$ cat src/rtl/tsn_pkg.sv
// Package for the terminal status notify word block
package tsn_pkg;
   // Register byte addresses (own choice, AXI4-Lite)
   localparam logic [7:0] ADDR_STATUS = 8'h00;
   localparam logic [7:0] ADDR_CTRL = 8'h04;
   localparam logic [7:0] ADDR_IRQ_STAT = 8'h08;
   localparam logic [7:0] ADDR_IRQ_MASK = 8'h0C;
   localparam logic [7:0] ADDR_PERIOD = 8'h10;
   // Status word field positions
   localparam int BIT_RUN = 15;
   localparam int BIT_SCREEN = 12;
   localparam int BIT_NUMERAL = 11;
   localparam logic [15:0] STATUS_RESET = 16'h0000;
   // Control register fields
   localparam int CTRL_RUN_MODE = 0;
   localparam int CTRL_MENU = 1;
   // Interrupt status fields
   localparam int IRQ_WRITE_DONE = 0;
   localparam int IRQ_HOST_CLEAR = 1;
   localparam int IRQ_RUN_LOST = 2;
   localparam int IRQ_W = 3;
   // Heartbeat refresh time in microseconds, clock rate in MHz
   localparam int REFRESH_US = 1000000;
   localparam int CLK_MHZ = 125;
   localparam int REFRESH_CYC = REFRESH_US * CLK_MHZ;
   localparam logic [1:0] RESP_OKAY = 2'h0;
   localparam logic [1:0] RESP_SLVERR = 2'h2;

   typedef enum logic [1:0] {
      ST_IDLE,
      ST_WRITE,
      ST_WAIT
   } tsn_wstate_t;

   typedef struct packed {
      logic awvalid;
      logic [7:0] awaddr;
      logic wvalid;
      logic [31:0] wdata;
      logic [3:0] wstrb;
      logic bready;
      logic arvalid;
      logic [7:0] araddr;
      logic rready;
   } tsn_axi_req_t;

   typedef struct packed {
      logic awready;
      logic wready;
      logic bvalid;
      logic [1:0] bresp;
      logic arready;
      logic rvalid;
      logic [31:0] rdata;
      logic [1:0] rresp;
   } tsn_axi_rsp_t;

   typedef struct packed {
      logic valid;
      logic [15:0] data;
   } tsn_link_wr_t;
endpackage

$ cat src/rtl/tsn_status_word.sv
// Terminal status notify word generator with AXI4-Lite registers
`timescale 1ns/1ps
module tsn_status_word #(
   parameter int REFRESH_CYCLES = tsn_pkg::REFRESH_CYC
) (
   input wire logic aclk,
   input wire logic aresetn,
   input wire tsn_pkg::tsn_axi_req_t axi_req,
   output tsn_pkg::tsn_axi_rsp_t axi_rsp,
   input wire logic screen_changed,
   input wire logic numeral_entered,
   input wire logic host_clear,
   output tsn_pkg::tsn_link_wr_t link_wr,
   input wire logic link_ack,
   output logic irq
);
   typedef struct packed {
      logic [15:0] word;
      logic [15:0] sent;
      logic run_mode;
      logic menu;
      logic [tsn_pkg::IRQ_W-1:0] istat;
      logic [tsn_pkg::IRQ_W-1:0] imask;
      logic [31:0] period;
      logic [31:0] cnt;
      logic refresh;
      tsn_pkg::tsn_wstate_t wst;
      tsn_pkg::tsn_link_wr_t lw;
      logic aw_got;
      logic [7:0] awaddr;
      logic w_got;
      logic [31:0] wdata;
      logic [3:0] wstrb;
      logic bvalid;
      logic [1:0] bresp;
      logic rvalid;
      logic [31:0] rdata;
      logic [1:0] rresp;
   } tsn_state_t;

   tsn_state_t s_q;
   tsn_state_t s_d;

   // Five word registers; any other offset answers SLVERR with no effect
   function automatic logic is_mapped(input logic [7:0] a);
      logic hit;
      hit = 1'b0;
      case (a)
         tsn_pkg::ADDR_STATUS: begin
            hit = 1'b1;
         end
         tsn_pkg::ADDR_CTRL: begin
            hit = 1'b1;
         end
         tsn_pkg::ADDR_IRQ_STAT: begin
            hit = 1'b1;
         end
         tsn_pkg::ADDR_IRQ_MASK: begin
            hit = 1'b1;
         end
         tsn_pkg::ADDR_PERIOD: begin
            hit = 1'b1;
         end
         default: begin
            hit = 1'b0;
         end
      endcase
      return hit;
   endfunction

   // Only the three notified fields survive; all other bits go out as zero
   function automatic logic [15:0] pack_status(input logic [15:0] w);
      logic [15:0] p;
      p = tsn_pkg::STATUS_RESET;
      p[tsn_pkg::BIT_RUN] = w[tsn_pkg::BIT_RUN];
      p[tsn_pkg::BIT_SCREEN] = w[tsn_pkg::BIT_SCREEN];
      p[tsn_pkg::BIT_NUMERAL] = w[tsn_pkg::BIT_NUMERAL];
      return p;
   endfunction

   // Last cycle of the refresh interval
   function automatic logic period_done(input logic [31:0] cnt,
                                        input logic [31:0] period);
      return cnt >= period - 32'h1;
   endfunction

   // Clears only the strobes that the delivered word actually carried
   function automatic logic [15:0] strobe_clear(input logic [15:0] w,
                                                input logic [15:0] sent);
      logic [15:0] r;
      r = w;
      if (sent[tsn_pkg::BIT_SCREEN]) begin
         r[tsn_pkg::BIT_SCREEN] = 1'b0;
      end
      if (sent[tsn_pkg::BIT_NUMERAL]) begin
         r[tsn_pkg::BIT_NUMERAL] = 1'b0;
      end
      return r;
   endfunction

   // Read-back word for one offset; unused bits read as zero
   function automatic logic [31:0] rd_word(input logic [7:0] a,
      input logic [15:0] status, input logic run_mode, input logic menu,
      input logic [tsn_pkg::IRQ_W-1:0] istat,
      input logic [tsn_pkg::IRQ_W-1:0] imask, input logic [31:0] period);
      logic [31:0] r;
      r = '0;
      case (a)
         tsn_pkg::ADDR_STATUS: begin
            r = {16'h0000, status};
         end
         tsn_pkg::ADDR_CTRL: begin
            r[tsn_pkg::CTRL_RUN_MODE] = run_mode;
            r[tsn_pkg::CTRL_MENU] = menu;
         end
         tsn_pkg::ADDR_IRQ_STAT: begin
            r[tsn_pkg::IRQ_W-1:0] = istat;
         end
         tsn_pkg::ADDR_IRQ_MASK: begin
            r[tsn_pkg::IRQ_W-1:0] = imask;
         end
         tsn_pkg::ADDR_PERIOD: begin
            r = period;
         end
         default: begin
            r = '0;
         end
      endcase
      return r;
   endfunction

   logic running;
   logic [15:0] live;
   logic rd_fire;
   logic wr_fire;
   logic [31:0] wr_val;
   // Interrupt events of this cycle and bits cleared by a status read
   logic [tsn_pkg::IRQ_W-1:0] ev;
   logic [tsn_pkg::IRQ_W-1:0] rd_clr;

   always_comb begin
      running = s_q.run_mode && !s_q.menu;
      live = pack_status(s_q.word);
      wr_fire = s_q.aw_got && s_q.w_got && !s_q.bvalid;
      rd_fire = axi_req.arvalid && !s_q.rvalid;
      wr_val = s_q.wdata;
   end

   always_comb begin
      s_d = s_q;
      ev = '0;
      rd_clr = '0;

      // Host clear comes first so that a refresh in the same cycle wins
      if (host_clear && s_q.word[tsn_pkg::BIT_RUN]) begin
         s_d.word[tsn_pkg::BIT_RUN] = 1'b0;
         s_d.sent[tsn_pkg::BIT_RUN] = 1'b0;
         ev[tsn_pkg::IRQ_HOST_CLEAR] = 1'b1;
      end

      // Run indicator follows mode; host may clear it until the refresh
      if (!running) begin
         s_d.word[tsn_pkg::BIT_RUN] = 1'b0;
         s_d.cnt = '0;
      end else begin
         if (period_done(s_q.cnt, s_q.period)) begin
            s_d.cnt = '0;
            s_d.refresh = 1'b1;
            s_d.word[tsn_pkg::BIT_RUN] = 1'b1;
         end else begin
            s_d.cnt = s_q.cnt + 32'h1;
         end
         if (!s_q.word[tsn_pkg::BIT_RUN] && s_q.cnt == '0 &&
            !s_q.refresh) begin
            s_d.word[tsn_pkg::BIT_RUN] = 1'b1;
         end
      end

      if (running && s_q.word[tsn_pkg::BIT_RUN] == 1'b0 &&
         s_q.sent[tsn_pkg::BIT_RUN]) begin
         ev[tsn_pkg::IRQ_RUN_LOST] = 1'b1;
      end

      // Link write machine
      case (s_q.wst)
         tsn_pkg::ST_IDLE: begin
            if (running && s_q.word[tsn_pkg::BIT_RUN] &&
               (live != s_q.sent || s_q.refresh)) begin
               s_d.lw.valid = 1'b1;
               s_d.lw.data = live;
               s_d.refresh = 1'b0;
               s_d.wst = tsn_pkg::ST_WRITE;
            end
         end
         tsn_pkg::ST_WRITE: begin
            if (link_ack) begin
               s_d.lw.valid = 1'b0;
               s_d.sent = s_q.lw.data;
               ev[tsn_pkg::IRQ_WRITE_DONE] = 1'b1;
               // Delivered strobes clear
               s_d.word = strobe_clear(s_d.word, s_q.lw.data);
               s_d.wst = tsn_pkg::ST_WAIT;
            end
         end
         tsn_pkg::ST_WAIT: begin
            s_d.wst = tsn_pkg::ST_IDLE;
         end
         default: begin
            s_d.wst = tsn_pkg::ST_IDLE;
         end
      endcase
      // New events win over delivery clear
      if (screen_changed) begin
         s_d.word[tsn_pkg::BIT_SCREEN] = 1'b1;
      end
      if (numeral_entered) begin
         s_d.word[tsn_pkg::BIT_NUMERAL] = 1'b1;
      end
      // AXI write channels
      if (axi_req.awvalid && !s_q.aw_got) begin
         s_d.aw_got = 1'b1;
         s_d.awaddr = axi_req.awaddr;
      end
      if (axi_req.wvalid && !s_q.w_got) begin
         s_d.w_got = 1'b1;
         s_d.wdata = axi_req.wdata;
         s_d.wstrb = axi_req.wstrb;
      end
      if (wr_fire) begin
         s_d.aw_got = 1'b0;
         s_d.w_got = 1'b0;
         s_d.bvalid = 1'b1;
         s_d.bresp = is_mapped(s_q.awaddr) ? tsn_pkg::RESP_OKAY :
            tsn_pkg::RESP_SLVERR;
         case (s_q.awaddr)
            tsn_pkg::ADDR_CTRL: begin
               if (s_q.wstrb[0]) begin
                  s_d.run_mode = wr_val[tsn_pkg::CTRL_RUN_MODE];
                  s_d.menu = wr_val[tsn_pkg::CTRL_MENU];
               end
            end
            tsn_pkg::ADDR_IRQ_MASK: begin
               if (s_q.wstrb[0]) begin
                  s_d.imask = wr_val[tsn_pkg::IRQ_W-1:0];
               end
            end
            tsn_pkg::ADDR_PERIOD: begin
               // A zero period would stall the refresh, so it is ignored
               if (s_q.wstrb == 4'hF && wr_val != '0) begin
                  s_d.period = wr_val;
               end
            end
            default: begin
            end
         endcase
      end

      if (s_q.bvalid && axi_req.bready) begin
         s_d.bvalid = 1'b0;
      end
      // AXI read channel; reading the interrupt status clears it
      if (rd_fire) begin
         s_d.rvalid = 1'b1;
         s_d.rresp = is_mapped(axi_req.araddr) ? tsn_pkg::RESP_OKAY :
            tsn_pkg::RESP_SLVERR;
         s_d.rdata = rd_word(axi_req.araddr, live, s_q.run_mode, s_q.menu,
            s_q.istat, s_q.imask, s_q.period);
         if (axi_req.araddr == tsn_pkg::ADDR_IRQ_STAT) begin
            rd_clr = s_q.istat;
         end
      end
      if (s_q.rvalid && axi_req.rready) begin
         s_d.rvalid = 1'b0;
      end

      // Sticky status: an event in the cycle of the clearing read wins
      s_d.istat = (s_q.istat & ~rd_clr) | ev;
   end

   always_ff @(posedge aclk) begin
      if (!aresetn) begin
         s_q <= '0;
         s_q.period <= 32'(REFRESH_CYCLES);
         s_q.wst <= tsn_pkg::ST_IDLE;
      end else begin
         s_q <= s_d;
      end
   end

   // Ready outputs and irq are combinational, everything else comes from flops
   always_comb begin
      axi_rsp.awready = !s_q.aw_got;
      axi_rsp.wready = !s_q.w_got;
      axi_rsp.bvalid = s_q.bvalid;
      axi_rsp.bresp = s_q.bresp;
      axi_rsp.arready = !s_q.rvalid;
      axi_rsp.rvalid = s_q.rvalid;
      axi_rsp.rdata = s_q.rdata;
      axi_rsp.rresp = s_q.rresp;
      link_wr = s_q.lw;
      irq = |(s_q.istat & s_q.imask);
   end
endmodule // tsn_status_word

$ cat config.mk
export PLATFORM = sky130hd
export DESIGN_NAME = tsn_status_word
export DESIGN_NICKNAME = d
export VERILOG_FILES = /design/src/rtl/tsn_pkg.sv /design/src/rtl/tsn_status_word.sv
export SDC_FILE = /design/constraint.sdc
export NUM_CORES = 1
export LEC_CHECK = 0
export BUFFER_PORTS_ARGS = -buffer_cell sky130_fd_sc_hd__buf_2
export CAP_MARGIN = 0
export CELL_PAD_IN_SITES_DETAIL_PLACEMENT = 2
export CELL_PAD_IN_SITES_GLOBAL_PLACEMENT = 2
export CORE_MARGIN = 5
export CORE_UTILIZATION = 34
export DETAILED_ROUTE_END_ITERATION = 8
export GPL_ROUTABILITY_DRIVEN = 1
export PLACE_DENSITY = 0.79
export SETUP_SLACK_MARGIN = 0.1
export SLEW_MARGIN = 20
export SYNTH_ARGS = -nofsm -noshare
export SYNTH_HDL_FRONTEND = slang
export SYNTH_SLANG_ARGS = --single-unit
$ cat constraint.sdc
create_clock -name aclk -period 7.2 [get_ports aclk]
set_input_delay 1.08 -clock aclk [delete_from_list [all_inputs] [get_ports aclk]]
set_output_delay 1.08 -clock aclk [all_outputs]
set_load 0.01 [all_outputs]
# == Word-level counts from Yosys, hierarchy flattened ==
# Cells that the tools add are included.
# word_totals
regBits,169
out_inout_bits,59
# op_classes
n_lt_le_gt_ge,1
n_bitwise,7
n_addsub,2
n_reduce_logical,52
n_eq_ne,13
mux,33
# op_table
cell,n
29-bit 2-to-1 mux,2
29-bit case mux with 2 select lines,1
32-bit by 1-bit adder with 32-bit output (second input constant),1
8-bit by 4-bit == test with 1-bit output (second input constant),4
32-bit >= comparator,1
32-bit zero test,1
32-bit nonzero test,1
32-bit by 1-bit subtractor with 32-bit output (second input constant),1
1-bit 2-to-1 mux,20
20-bit 2-to-1 mux,1
3-bit AND reduction,6
8-bit by 3-bit == test with 1-bit output (second input constant),2
8-bit by 5-bit == test with 1-bit output (second input constant),2
1-bit logical AND,16
8-bit zero test,2
2-bit nonzero test,7
5-bit OR reduction,2
3-bit 2-to-1 mux,3
2-bit case mux with 4 select lines,1
1-bit zero test,7
3-bit AND,2
2-bit AND reduction,3
2-bit OR reduction,3
3-bit OR reduction,2
other kinds (13),17

# == Depth between registers and ports, before layout ==
# Gate-level depths: netlist of the first run.
# depth
depth_word,6
ltp_mapped,14

# == Worst setup path before layout of the first run ==
# No wires, ideal clock.
# synth_timing
kind,register to register
startpoint,reg s_q[151] (netlist bit)
endpoint,reg s_q[106] (netlist bit)
n_path_buf,3
t_arrival_ns,3.478
path_stages_with_launch,15
slack_ns,3.590
cell_sequence,dfxtp_1 clkbuf_1 or4_4 nor4_2 nand3_2 nor4b_2 xnor2_1 ha_1 nand4_1 or4_1 o22ai_1 or3_1 clkbuf_1 buf_2 nor3_1
# synth_via
elab_chain_len,3
# synth_rtl
element,line_no,source
start: declaration,tsn_status_word.sv:41,tsn_state_t s_q;
32-bit by 1-bit subtractor with 32-bit output,tsn_status_word.sv:84,return cnt >= period - 32'h1;
32-bit >= comparator,tsn_status_word.sv:84,
3-bit OR reduction (no source line),--,
# Every way passes these cells.
# A chain may end at the register's enable or synchronous reset.

# == Worst setup path in the final report of the first run ==
# layout_timing
startpoint,reg s_q[138] (netlist bit)
endpoint,reg s_q[106] (netlist bit)
# The elaborated chain is that of the path after synthesis.

==> impl_results.md, run 1 <==
- Vias in the first global route: 7575
- Worst slew pin tran: 934.0 ps
- Hold_sp: link_wr[16]$_SDFFE_PN0P_
- CP Data Required Time: 7490 ps
- Die Area: 0.02816 sq mm
- Row count: 57
- Worst skew pair latency: 440 ps
- Ys async rst share: 0%
- Post-synthesis mux area share: 5.911%
- Final TNS setup: 0 ps
- Placer Congestion: 0.7648
- RSZ-0062 raised after global routing: false
- First-pass GRT wire length: 42500 um
- Setup violators final: 0
- Largest net degree at the start of global routing: 81
- Power, Total: 1.961 mW
- IO buf count: 106
- PwrDens: 206.8 mW/mm^2
- Tot GR Track Use: 18.88%
- Synth warnings: 0
- Placed cells: 1288
- Max Freq: 231.2 MHz
- Top-Level Pins: 122
- DIE WIDTH: 167.8 um
- Avg Inst Size Synth: 9.055 sq um
- Min Clock Period, post-route: 4325 ps
- Nets: 1081
- Worst setup EP type: flip-flop
- Critical path startpoint: s_q[138]$_SDFFE_PN0P_
- Ys flop type: dfxtp_1
- Clock Tree Buf Depth: 2
- Starting Density: 34.71%
- Number of synthesized register bits: 167
- Seq/Total Area, Yosys: 39.49%
- Vias/cell: 5.222
- Final ANT Viol Nets: 0
- Cts hold-fix bufs: 0
- Crit share post-route: 60.07%
- Reg2reg path depth: 11
- Cell variety after synth: 55
- CTS H-Tree Depth: 4
- GR Overflow Total: 0
- Xor and xnor area share after synthesis: 6.103%
- Worst Hold Class: flip-flop to flip-flop
- Mapped Area: 0.008467 sq mm
- HPWL Detailed: 19230 um
- Reg-to-Reg Start: s_q[138]$_SDFFE_PN0P_
- Commonest non-fill, non-tap cell in the layout: dfxtp_1
- Skew final: 13.35 ps
- Total wire length: 26720 um
- Post_cts resized: 0
- Share of cells above drive strength 1: 16.48%
- # diodes: 0
- Total CTS buffers: 17
- Post-synthesis compound-gate area fraction: 10.86%
- Synth Area in Adders: 5.172%
- Simple-gate share of the synthesized area: 24.78%
- Crit Path Max Fanout: 32
- WL per Instance: 20.26 um
- Initial drt markers: 279
- Final Max Slew Viols: 0
- Clock root buffer: clkbuf_16
- Detailed-route via count: 6888
- Largest family of logic cells by synthesized area: simple AND/OR/NAND/NOR gates
- Setup bufs post-CTS: 0
- TritonCTS Sinks: 167
- P_leak: 3.838 nW
- Rel. slew slack: 37.22%
- Reg2Reg Setup Slack: 2880 ps
- Min-Delay Path Depth: 2
- Max-Cap Viols: 0
- Residual DRC count: 0
- Clock slew at reported path FFs: 70 ps
- CTS tree: yes
- Commonest non-fill, non-tap cells in the layout: dfxtp_1, nand2_1, buf_2, nor2b_1, mux2i_1
- DRT Pass-1 Iters: 5
- Outcome: completed
- Layout Area Growth over Synthesis: 11.96%
- Crit path kind: flip-flop to flip-flop
- Crit path arrival time: 4620 ps
- Core Region: 0.02439 sq mm
- CP startpoint kind: flip-flop
- Syn Inst Count: 935
- Initial antenna violation count: 0
- Max rail drop VDD: 0.0001017 V
- EDFF count, synth: 0
- Die Y: 167.8 um
- Final non-filler cell total: 1319
- Worst reg2reg path endpoint: s_q[106]$_SDFF_PP0_
- Fin. Hold Viols: 0
- Min-Delay Endpoint: link_wr[16]$_SDFFE_PN0P_
[kinds of logic after synthesis]
family,after synthesis
flip-flops,167
other,1
adder cells (fa/ha/maj),35
XOR/XNOR,59
AND/OR/NAND/NOR,382
multiplexers,50
AO/OA/AOI/OAI,130
buffers and inverters,111
[cell usage after synthesis (2+ instances only)]
library cell	count	area (sq um)
buf_6	2	22.52
a222oi_1	4	40.04
nor3b_1	3	22.52
a22oi_1	29	217.7
buf_4	55	412.9
nor2b_1	74	462.9
o31a_1	3	26.28
nand3_1	21	105.1
nand3_2	2	20.02
o22a_1	2	17.52
and3_1	8	50.05
nor2_1	24	90.09
a21o_1	3	22.52
nor4_2	5	62.56
nand3b_1	3	22.52
xnor2_1	30	262.8
o21a_1	4	30.03
xor2_1	29	254.0
nor4b_2	2	30.03
ha_1	35	437.9
nor4b_1	2	17.52
nor4_1	22	137.6
a21oi_1	20	100.1
or4_1	5	37.54
nand2b_1	4	25.02
nor3_1	44	220.2
dfxtp_1	167	3343
buf_2	7	35.03
clkbuf_1	32	120.1
nand2_1	118	442.9
or3_1	4	25.02
buf_1	3	11.26
o21ai_0	11	55.05
a21boi_0	45	337.8
or4_4	2	22.52
and2_1	3	18.77
nand4_1	27	168.9
o31ai_1	2	15.01
inv_1	12	45.04
mux2i_1	50	500.5
o211ai_1	2	15.01
nand4b_1	2	17.52
[power by group]
part | switching [mW] | internal (mW)
Sequential | 0.0195 | 0.941
Combinational | 0.0590 | 0.0437
Clock | 0.426 | 0.471
[worst max-delay path, stage by stage, from the launching register on]
cell	delay [ps]
dfxtp_1	380
or3_1	490
nor4_1	570
nand3_2	240
nor4b_2	290
xnor2_1	120
ha_1	330
nand4_1	180
or4_1	600
o22ai_1	260
or3_2	570
nor3_1	140
[layout make-up]
cell class | count | area (sq um)
fillers | 2768 | 14910
repair buffers | 114 | 593.1
clock inverters | 12 | 106.4
multi-input cells | 671 | 4533
flip-flops and latches | 167 | 3343
clock buffers | 19 | 452.9
well taps | 324 | 405.4
inverters | 12 | 45.04
[metal layers]
metal,global-route usage [%],vias up,wire [um]
li1,-,3332,-
met1,23.88,3430,12270
met2,33.28,97,13360
met3,3.142,29,588
met4,5.152,0,507
met5,0,-,0
[state kept, by name, indices dropped and copies added, names as in the netlist]
| name | cells |
|---|---|
| link_wr | 4 |
| axi_rsp | 36 |
| s_q | 92 |
| wr_val | 32 |
| live | 3 |
[metrics by stage]
step	util (%)	instance area (sq um)	worst slack, ps	hold WS, ps
after floorplan	-	8519	3590	438.5
after global placement	36.57	8919	2882	456.3
after detailed placement	36.57	8919	2650	470.5
after CTS	38.86	9478	2483	482.9
after global routing	38.86	9479	2706	520.1
final	38.86	9479	2875	476.3
[worst max-delay path by stage]
stage,end,slack [ps],depth (start not counted)
floorplan,s_q[106]$_SDFF_PP0_,3590,14
global placement,s_q[106]$_SDFF_PP0_,2880,11
detailed placement,s_q[134]$_SDFF_PP0_,2650,11
CTS,s_q[106]$_SDFF_PP0_,2480,11
global route,s_q[106]$_SDFF_PP0_,2710,11
finish,s_q[106]$_SDFF_PP0_,2880,11
(Power assumes the default switching activity.)
==> inputs of run 2 (changes only) <==
- clock period: 7.2 -> 4.1 ns (I/O delays scaled with it)
==> run 2 against run 1 <==
Critical path depth grew 2. Count of clock-buffer cells in the layout decreased by 2. Clock power up 90%. Largest power group is now clock. First-iteration DRC count is 20% higher. Setup slack worse by 2700 ps.
==> impl_results.md, run 2 (same netlist as run 1, synthesis figures left out) <==
- Outcome: completed
- Final Max Slew Viols: 0
- Reg2Reg Setup Slack: 200 ps
- Largest net degree at the start of global routing: 72
- Multi-input logic area: 0.004572 sq mm
- Vias/cell: 5.182
- Crit share post-route: 95.13%
- Largest Register: s_q
- Crit path arrival time: 4220 ps
- Row count: 57
- Placed cells: 1291
- WL met1: 12300 um
- Clock Tree Buf Depth: 2
- FF+latch area: 0.003343 sq mm
- CP startpoint kind: flip-flop
- Max Freq: 256.4 MHz
- IO buf count: 106
- Clock root buffer: clkbuf_16
- Top routing layer in use: met4
- Min Clock Period, post-route: 3900 ps
- Skew final: 19.67 ps
- Rel. slew slack: 34.23%
- CTS tree: yes
- Worst setup EP type: flip-flop
- Worst Hold Class: input pin to flip-flop
- Vias in the first global route: 7531
- P_leak: 3.903 nW
- Cts hold-fix bufs: 0
- Total wire length: 26620 um
- Routed wl met2: 13240 um
- Fin. Hold Viols: 0
- Reg-to-Reg Start: s_q[144]$_SDFFE_PN1P_
- Min-Delay Endpoint: s_q[74]$_SDFFE_PP0P_
- Crit path kind: flip-flop to flip-flop
- Initial antenna violation count: 0
- First-pass GRT wire length: 42300 um
- Die Area: 0.02816 sq mm
- Share of cells above drive strength 1: 17.18%
- Nets: 1086
- Min-Delay Path Depth: 3
- Top-Level Pins: 122
- Max reg flops: 92
- # diodes: 0
- Commonest non-fill, non-tap cells in the layout: dfxtp_1, nand2_1, buf_2, nor2b_1, mux2i_1
- TritonCTS Sinks: 167
- Max-Cap Viols: 0
- Crit Path Max Fanout: 32
- Starting Density: 34.71%
- Die Y: 167.8 um
- WL per Instance: 20.09 um
- CTS H-Tree Depth: 4
- CP Data Required Time: 4420 ps
- PwrDens: 369.2 mW/mm^2
- Initial drt markers: 336
- Worst reg2reg path endpoint: s_q[122]$_SDFF_PP0_
- RSZ-0062 raised after global routing: false
- Commonest non-fill, non-tap cell in the layout: dfxtp_1
- DIE WIDTH: 167.8 um
- Fill count: 2713
- Core Region: 0.02439 sq mm
- Final non-filler cell total: 1325
- Setup violators final: 0
- Detailed-route via count: 6866
- Residual DRC count: 0
- Hold_sp: axi_req[47]
- DR WL met3: 694 um
- Final TNS setup: 0 ps
- Worst skew pair latency: 450 ps
- Total CTS buffers: 17
- Placer Congestion: 0.7809
- DRT Pass-1 Iters: 5
- Reg2reg path depth: 13
- Worst slew pin tran: 984.5 ps
- Tot GR Track Use: 18.69%
- Clock slew at reported path FFs: 80 ps
- Layout Area Growth over Synthesis: 13.96%
- Max rail drop VDD: 0.0002237 V
- Final ANT Viol Nets: 0
- HPWL Detailed: 19200 um
- GR Overflow Total: 0
run 2: routing by layer:
metal | global-route usage, % | up-vias
met1 | 24.33 | 3410
met2 | 32.35 | 101
met3 | 2.649 | 23
li1 | - | 3332
met4 | 5.328 | 0
met5 | 0 | -
run 2: metrics by stage:
stage                     worst slack, ps  area [sq um]  hold WS (ps)  util [%]  power (mW)
after global routing                58.43          9649         407.5     39.56       3.678
after global placement              437.7          8966         453.3     36.76       1.900
final                               199.5          9649         401.9     39.56       3.562
after detailed placement            249.6          8971         464.9     36.78       1.907
after floorplan                     490.0          8519         438.5         -       1.837
after CTS                           194.9          9599         393.3     39.36       3.597
run 2: report_power, final:
| part | switching (mW) | total [mW] | internal [mW] |
|---|---|---|---|
| logic | 0.104 | 0.181 | 0.0771 |
| registers | 0.0330 | 1.69 | 1.65 |
| clock network | 0.807 | 1.70 | 0.888 |
run 2: layout make-up:
type | instances | area share, %
flip-flops and latches | 167 | 34.65
repair buffers | 119 | 6.795
well taps | 324 | 4.201
clock inverters | 15 | 2.101
clock buffers | 17 | 4.409
multi-input cells | 671 | 47.38
inverters | 12 | 0.4668
run 2: critical path: stages (launching register included):
cell,delay (ps)
dfxtp_1,380
or4_4,600
nor4_4,220
buf_4,190
nand3_2,180
nor3b_2,280
xnor2_1,110
ha_1,350
nand4_1,150
or4_1,610
o22ai_2,230
or3_1,190
buf_12,200
nor3_1,80
run 2: what timing repair did:
action,in CTS,in global routing
endpoints found under the hold margin,0,0
resized for setup,0,5
setup buffers,0,2
endpoints found under the setup margin,0,32
run 2: worst max-delay path by stage:
| stage | from | to | slack (ps) |
|---|---|---|---|
| 6_report | s_q[144]$_SDFFE_PN1P_ | s_q[122]$_SDFF_PP0_ | 200 |
| 5_1_grt | s_q[144]$_SDFFE_PN1P_ | s_q[122]$_SDFF_PP0_ | 60 |
| 4_1_cts | s_q[144]$_SDFFE_PN1P_ | s_q[109]$_SDFF_PP0_ | 190 |
| 3_5_place_dp | s_q[144]$_SDFFE_PN1P_ | s_q[109]$_SDFF_PP0_ | 250 |
| 3_3_place_gp | s_q[144]$_SDFFE_PN1P_ | s_q[129]$_SDFF_PP0_ | 440 |
| 2_1_floorplan | s_q[151]$_SDFFE_PN0P_ | s_q[115]$_SDFF_PP0_ | 490 |
==> inputs of run 3 (changes only) <==
- CORE_UTILIZATION: 34 -> 35
- PLACE_DENSITY: 0.79 -> 0.81
==> run 3 against run 2 <==
Via count grew 3.3%. Register-to-register slack worse by 90 ps. Critical path depth fell by 2. Largest power group is now sequential cells.
==> impl_results.md, run 3 (same netlist as run 1, synthesis figures left out) <==
- DRT Pass-1 Iters: 5
- Die Y: 165.5 um
- Crit path kind: flip-flop to flip-flop
- Crit path arrival time: 4330 ps
- Worst path cell trace: or4_1 -> nor4_1 -> nor4b_4 -> xnor2_1 -> ha_1 -> nand4_1 -> nor2_1 -> a221o_1 -> or3_1 -> buf_12 -> nor3b_1
- Worst skew pair latency: 440 ps
- Max Freq: 250.5 MHz
- Tot GR Track Use: 20.02%
- Total CTS buffers: 17
- Crit-path leading delay family: simple AND/OR/NAND/NOR gates
- Max rail drop VDD: 0.0001766 V
- Share of cells above drive strength 1: 17.96%
- Core Region: 0.02403 sq mm
- # diodes: 0
- Worst setup EP type: flip-flop
- Residual DRC count: 0
- TritonCTS Sinks: 167
- Max-Cap Viols: 0
- Layout Area Growth over Synthesis: 14.63%
- Skew final: 16.67 ps
- Crit-path slowest cell: or4_1
- Largest Register: s_q
- Outcome: completed
- Crit-path max cell delay: 660 ps
- CP Buf/Inv Count: 1
- Worst slew pin tran: 921.5 ps
- Min Clock Period, post-route: 3992 ps
- CTS tree: yes
- Clock Tree Buf Depth: 2
- Row count: 57
- Clock root buffer: clkbuf_16
- Die Area: 0.02740 sq mm
- Placed cells: 1294
- Worst Hold Class: input pin to flip-flop
- Fin. Hold Viols: 0
- First-pass GRT wire length: 42590 um
- Placer Congestion: 0.8073
- Detailed-route via count: 7090
- CP Data Required Time: 4440 ps
- Rel. slew slack: 38.44%
- Largest net degree at the start of global routing: 88
- Area post-placement: 0.008994 sq mm
- Commonest non-fill, non-tap cell in the layout: dfxtp_1
- Cts hold-fix bufs: 0
- GR Overflow Total: 0
- Final non-filler cell total: 1332
- WL per Instance: 21.87 um
- Setup violators final: 0
- HPWL Detailed: 18840 um
- Final ANT Viol Nets: 0
- Crit Path Max Fanout: 32
- PwrDens: 363.3 mW/mm^2
- Top-Level Pins: 122
- Power, Total: 3.526 mW
- IO buf count: 106
- Starting Density: 35.23%
- DIE WIDTH: 165.5 um
- Crit share post-route: 97.37%
- Commonest non-fill, non-tap cells in the layout: dfxtp_1, nand2_1, buf_2, nor2b_1, mux2i_1
- Vias in the first global route: 7517
- CP startpoint kind: flip-flop
- Initial drt markers: 318
- Total wire length: 29130 um
- Final Max Slew Viols: 0
- Final instance area: 0.009706 sq mm
- Fill count: 2674
- Initial antenna violation count: 0
- Final TNS setup: 0 ps
- Clock slew at reported path FFs: 80 ps
- P_leak: 3.929 nW
- Nets: 1093
- Max reg flops: 92
- Vias/cell: 5.323
- CTS H-Tree Depth: 4
run 3: cell type report:
class,instances,area (sq um),area share (%)
multi-input cells,671,4576,47.14
flip-flops and latches,167,3346,34.47
repair buffers,126,729.5,7.516
clock buffers,17,425.4,4.383
well taps,324,405.4,4.177
clock inverters,15,178.9,1.844
inverters,12,45.04,0.4641
run 3: where the power goes:
| part | total (mW) | switching [mW] | internal (mW) |
|---|---|---|---|
| Clock | 1.65 | 0.825 | 0.828 |
| Sequential | 1.69 | 0.0337 | 1.65 |
| Combinational | 0.187 | 0.109 | 0.0781 |
| Total | 3.53 | 0.968 | 2.56 |
run 3: per-stage QoR:
stage	hold slack, ps	worst slack (ps)	util, %
floorplan	438.5	490.0	-
global placement	458.6	428.9	37.40
detailed placement	471.1	283.9	37.42
CTS	403.8	256.2	39.93
global route	407.4	-22.64	40.38
finish	411.8	107.9	40.38
run 3: path summary, 6_finish.rpt:
check | cells after the start | from | slack [ps] | end
worst min-delay path | 3 | axi_req[56] | 410 | s_q[83]$_SDFFE_PP0P_
worst max-delay path | 11 | s_q[158]$_SDFFE_PN1P_ | 110 | s_q[105]$_SDFF_PP0_
worst min register to register | 2 | s_q[39]$_SDFFE_PN0P_ | 480 | s_q[39]$_SDFFE_PN0P_
worst max register to register | 11 | s_q[158]$_SDFFE_PN1P_ | 110 | s_q[105]$_SDFF_PP0_
run 3: metal layers:
metal,global-route usage (%),share of wire (%)
met1,25.77,44
met2,35.17,52
met3,2.954,2.3
met4,5.099,1.6
met5,0,0
run 3: worst reg2reg max path, stage by stage (launching register included):
cell,delay [ps]
dfxtp_1,400
or4_1,660
nor4_1,590
nor4b_4,360
xnor2_1,170
ha_1,280
nand4_1,150
nor2_1,90
a221o_1,370
or3_1,400
buf_12,190
nor3b_1,230
run 3: repair_timing:
item / in CTS / in global routing
buffers inserted: 0 / 4
gates resized for setup: 0 / 8
setup endpoints to repair: 0 / 32
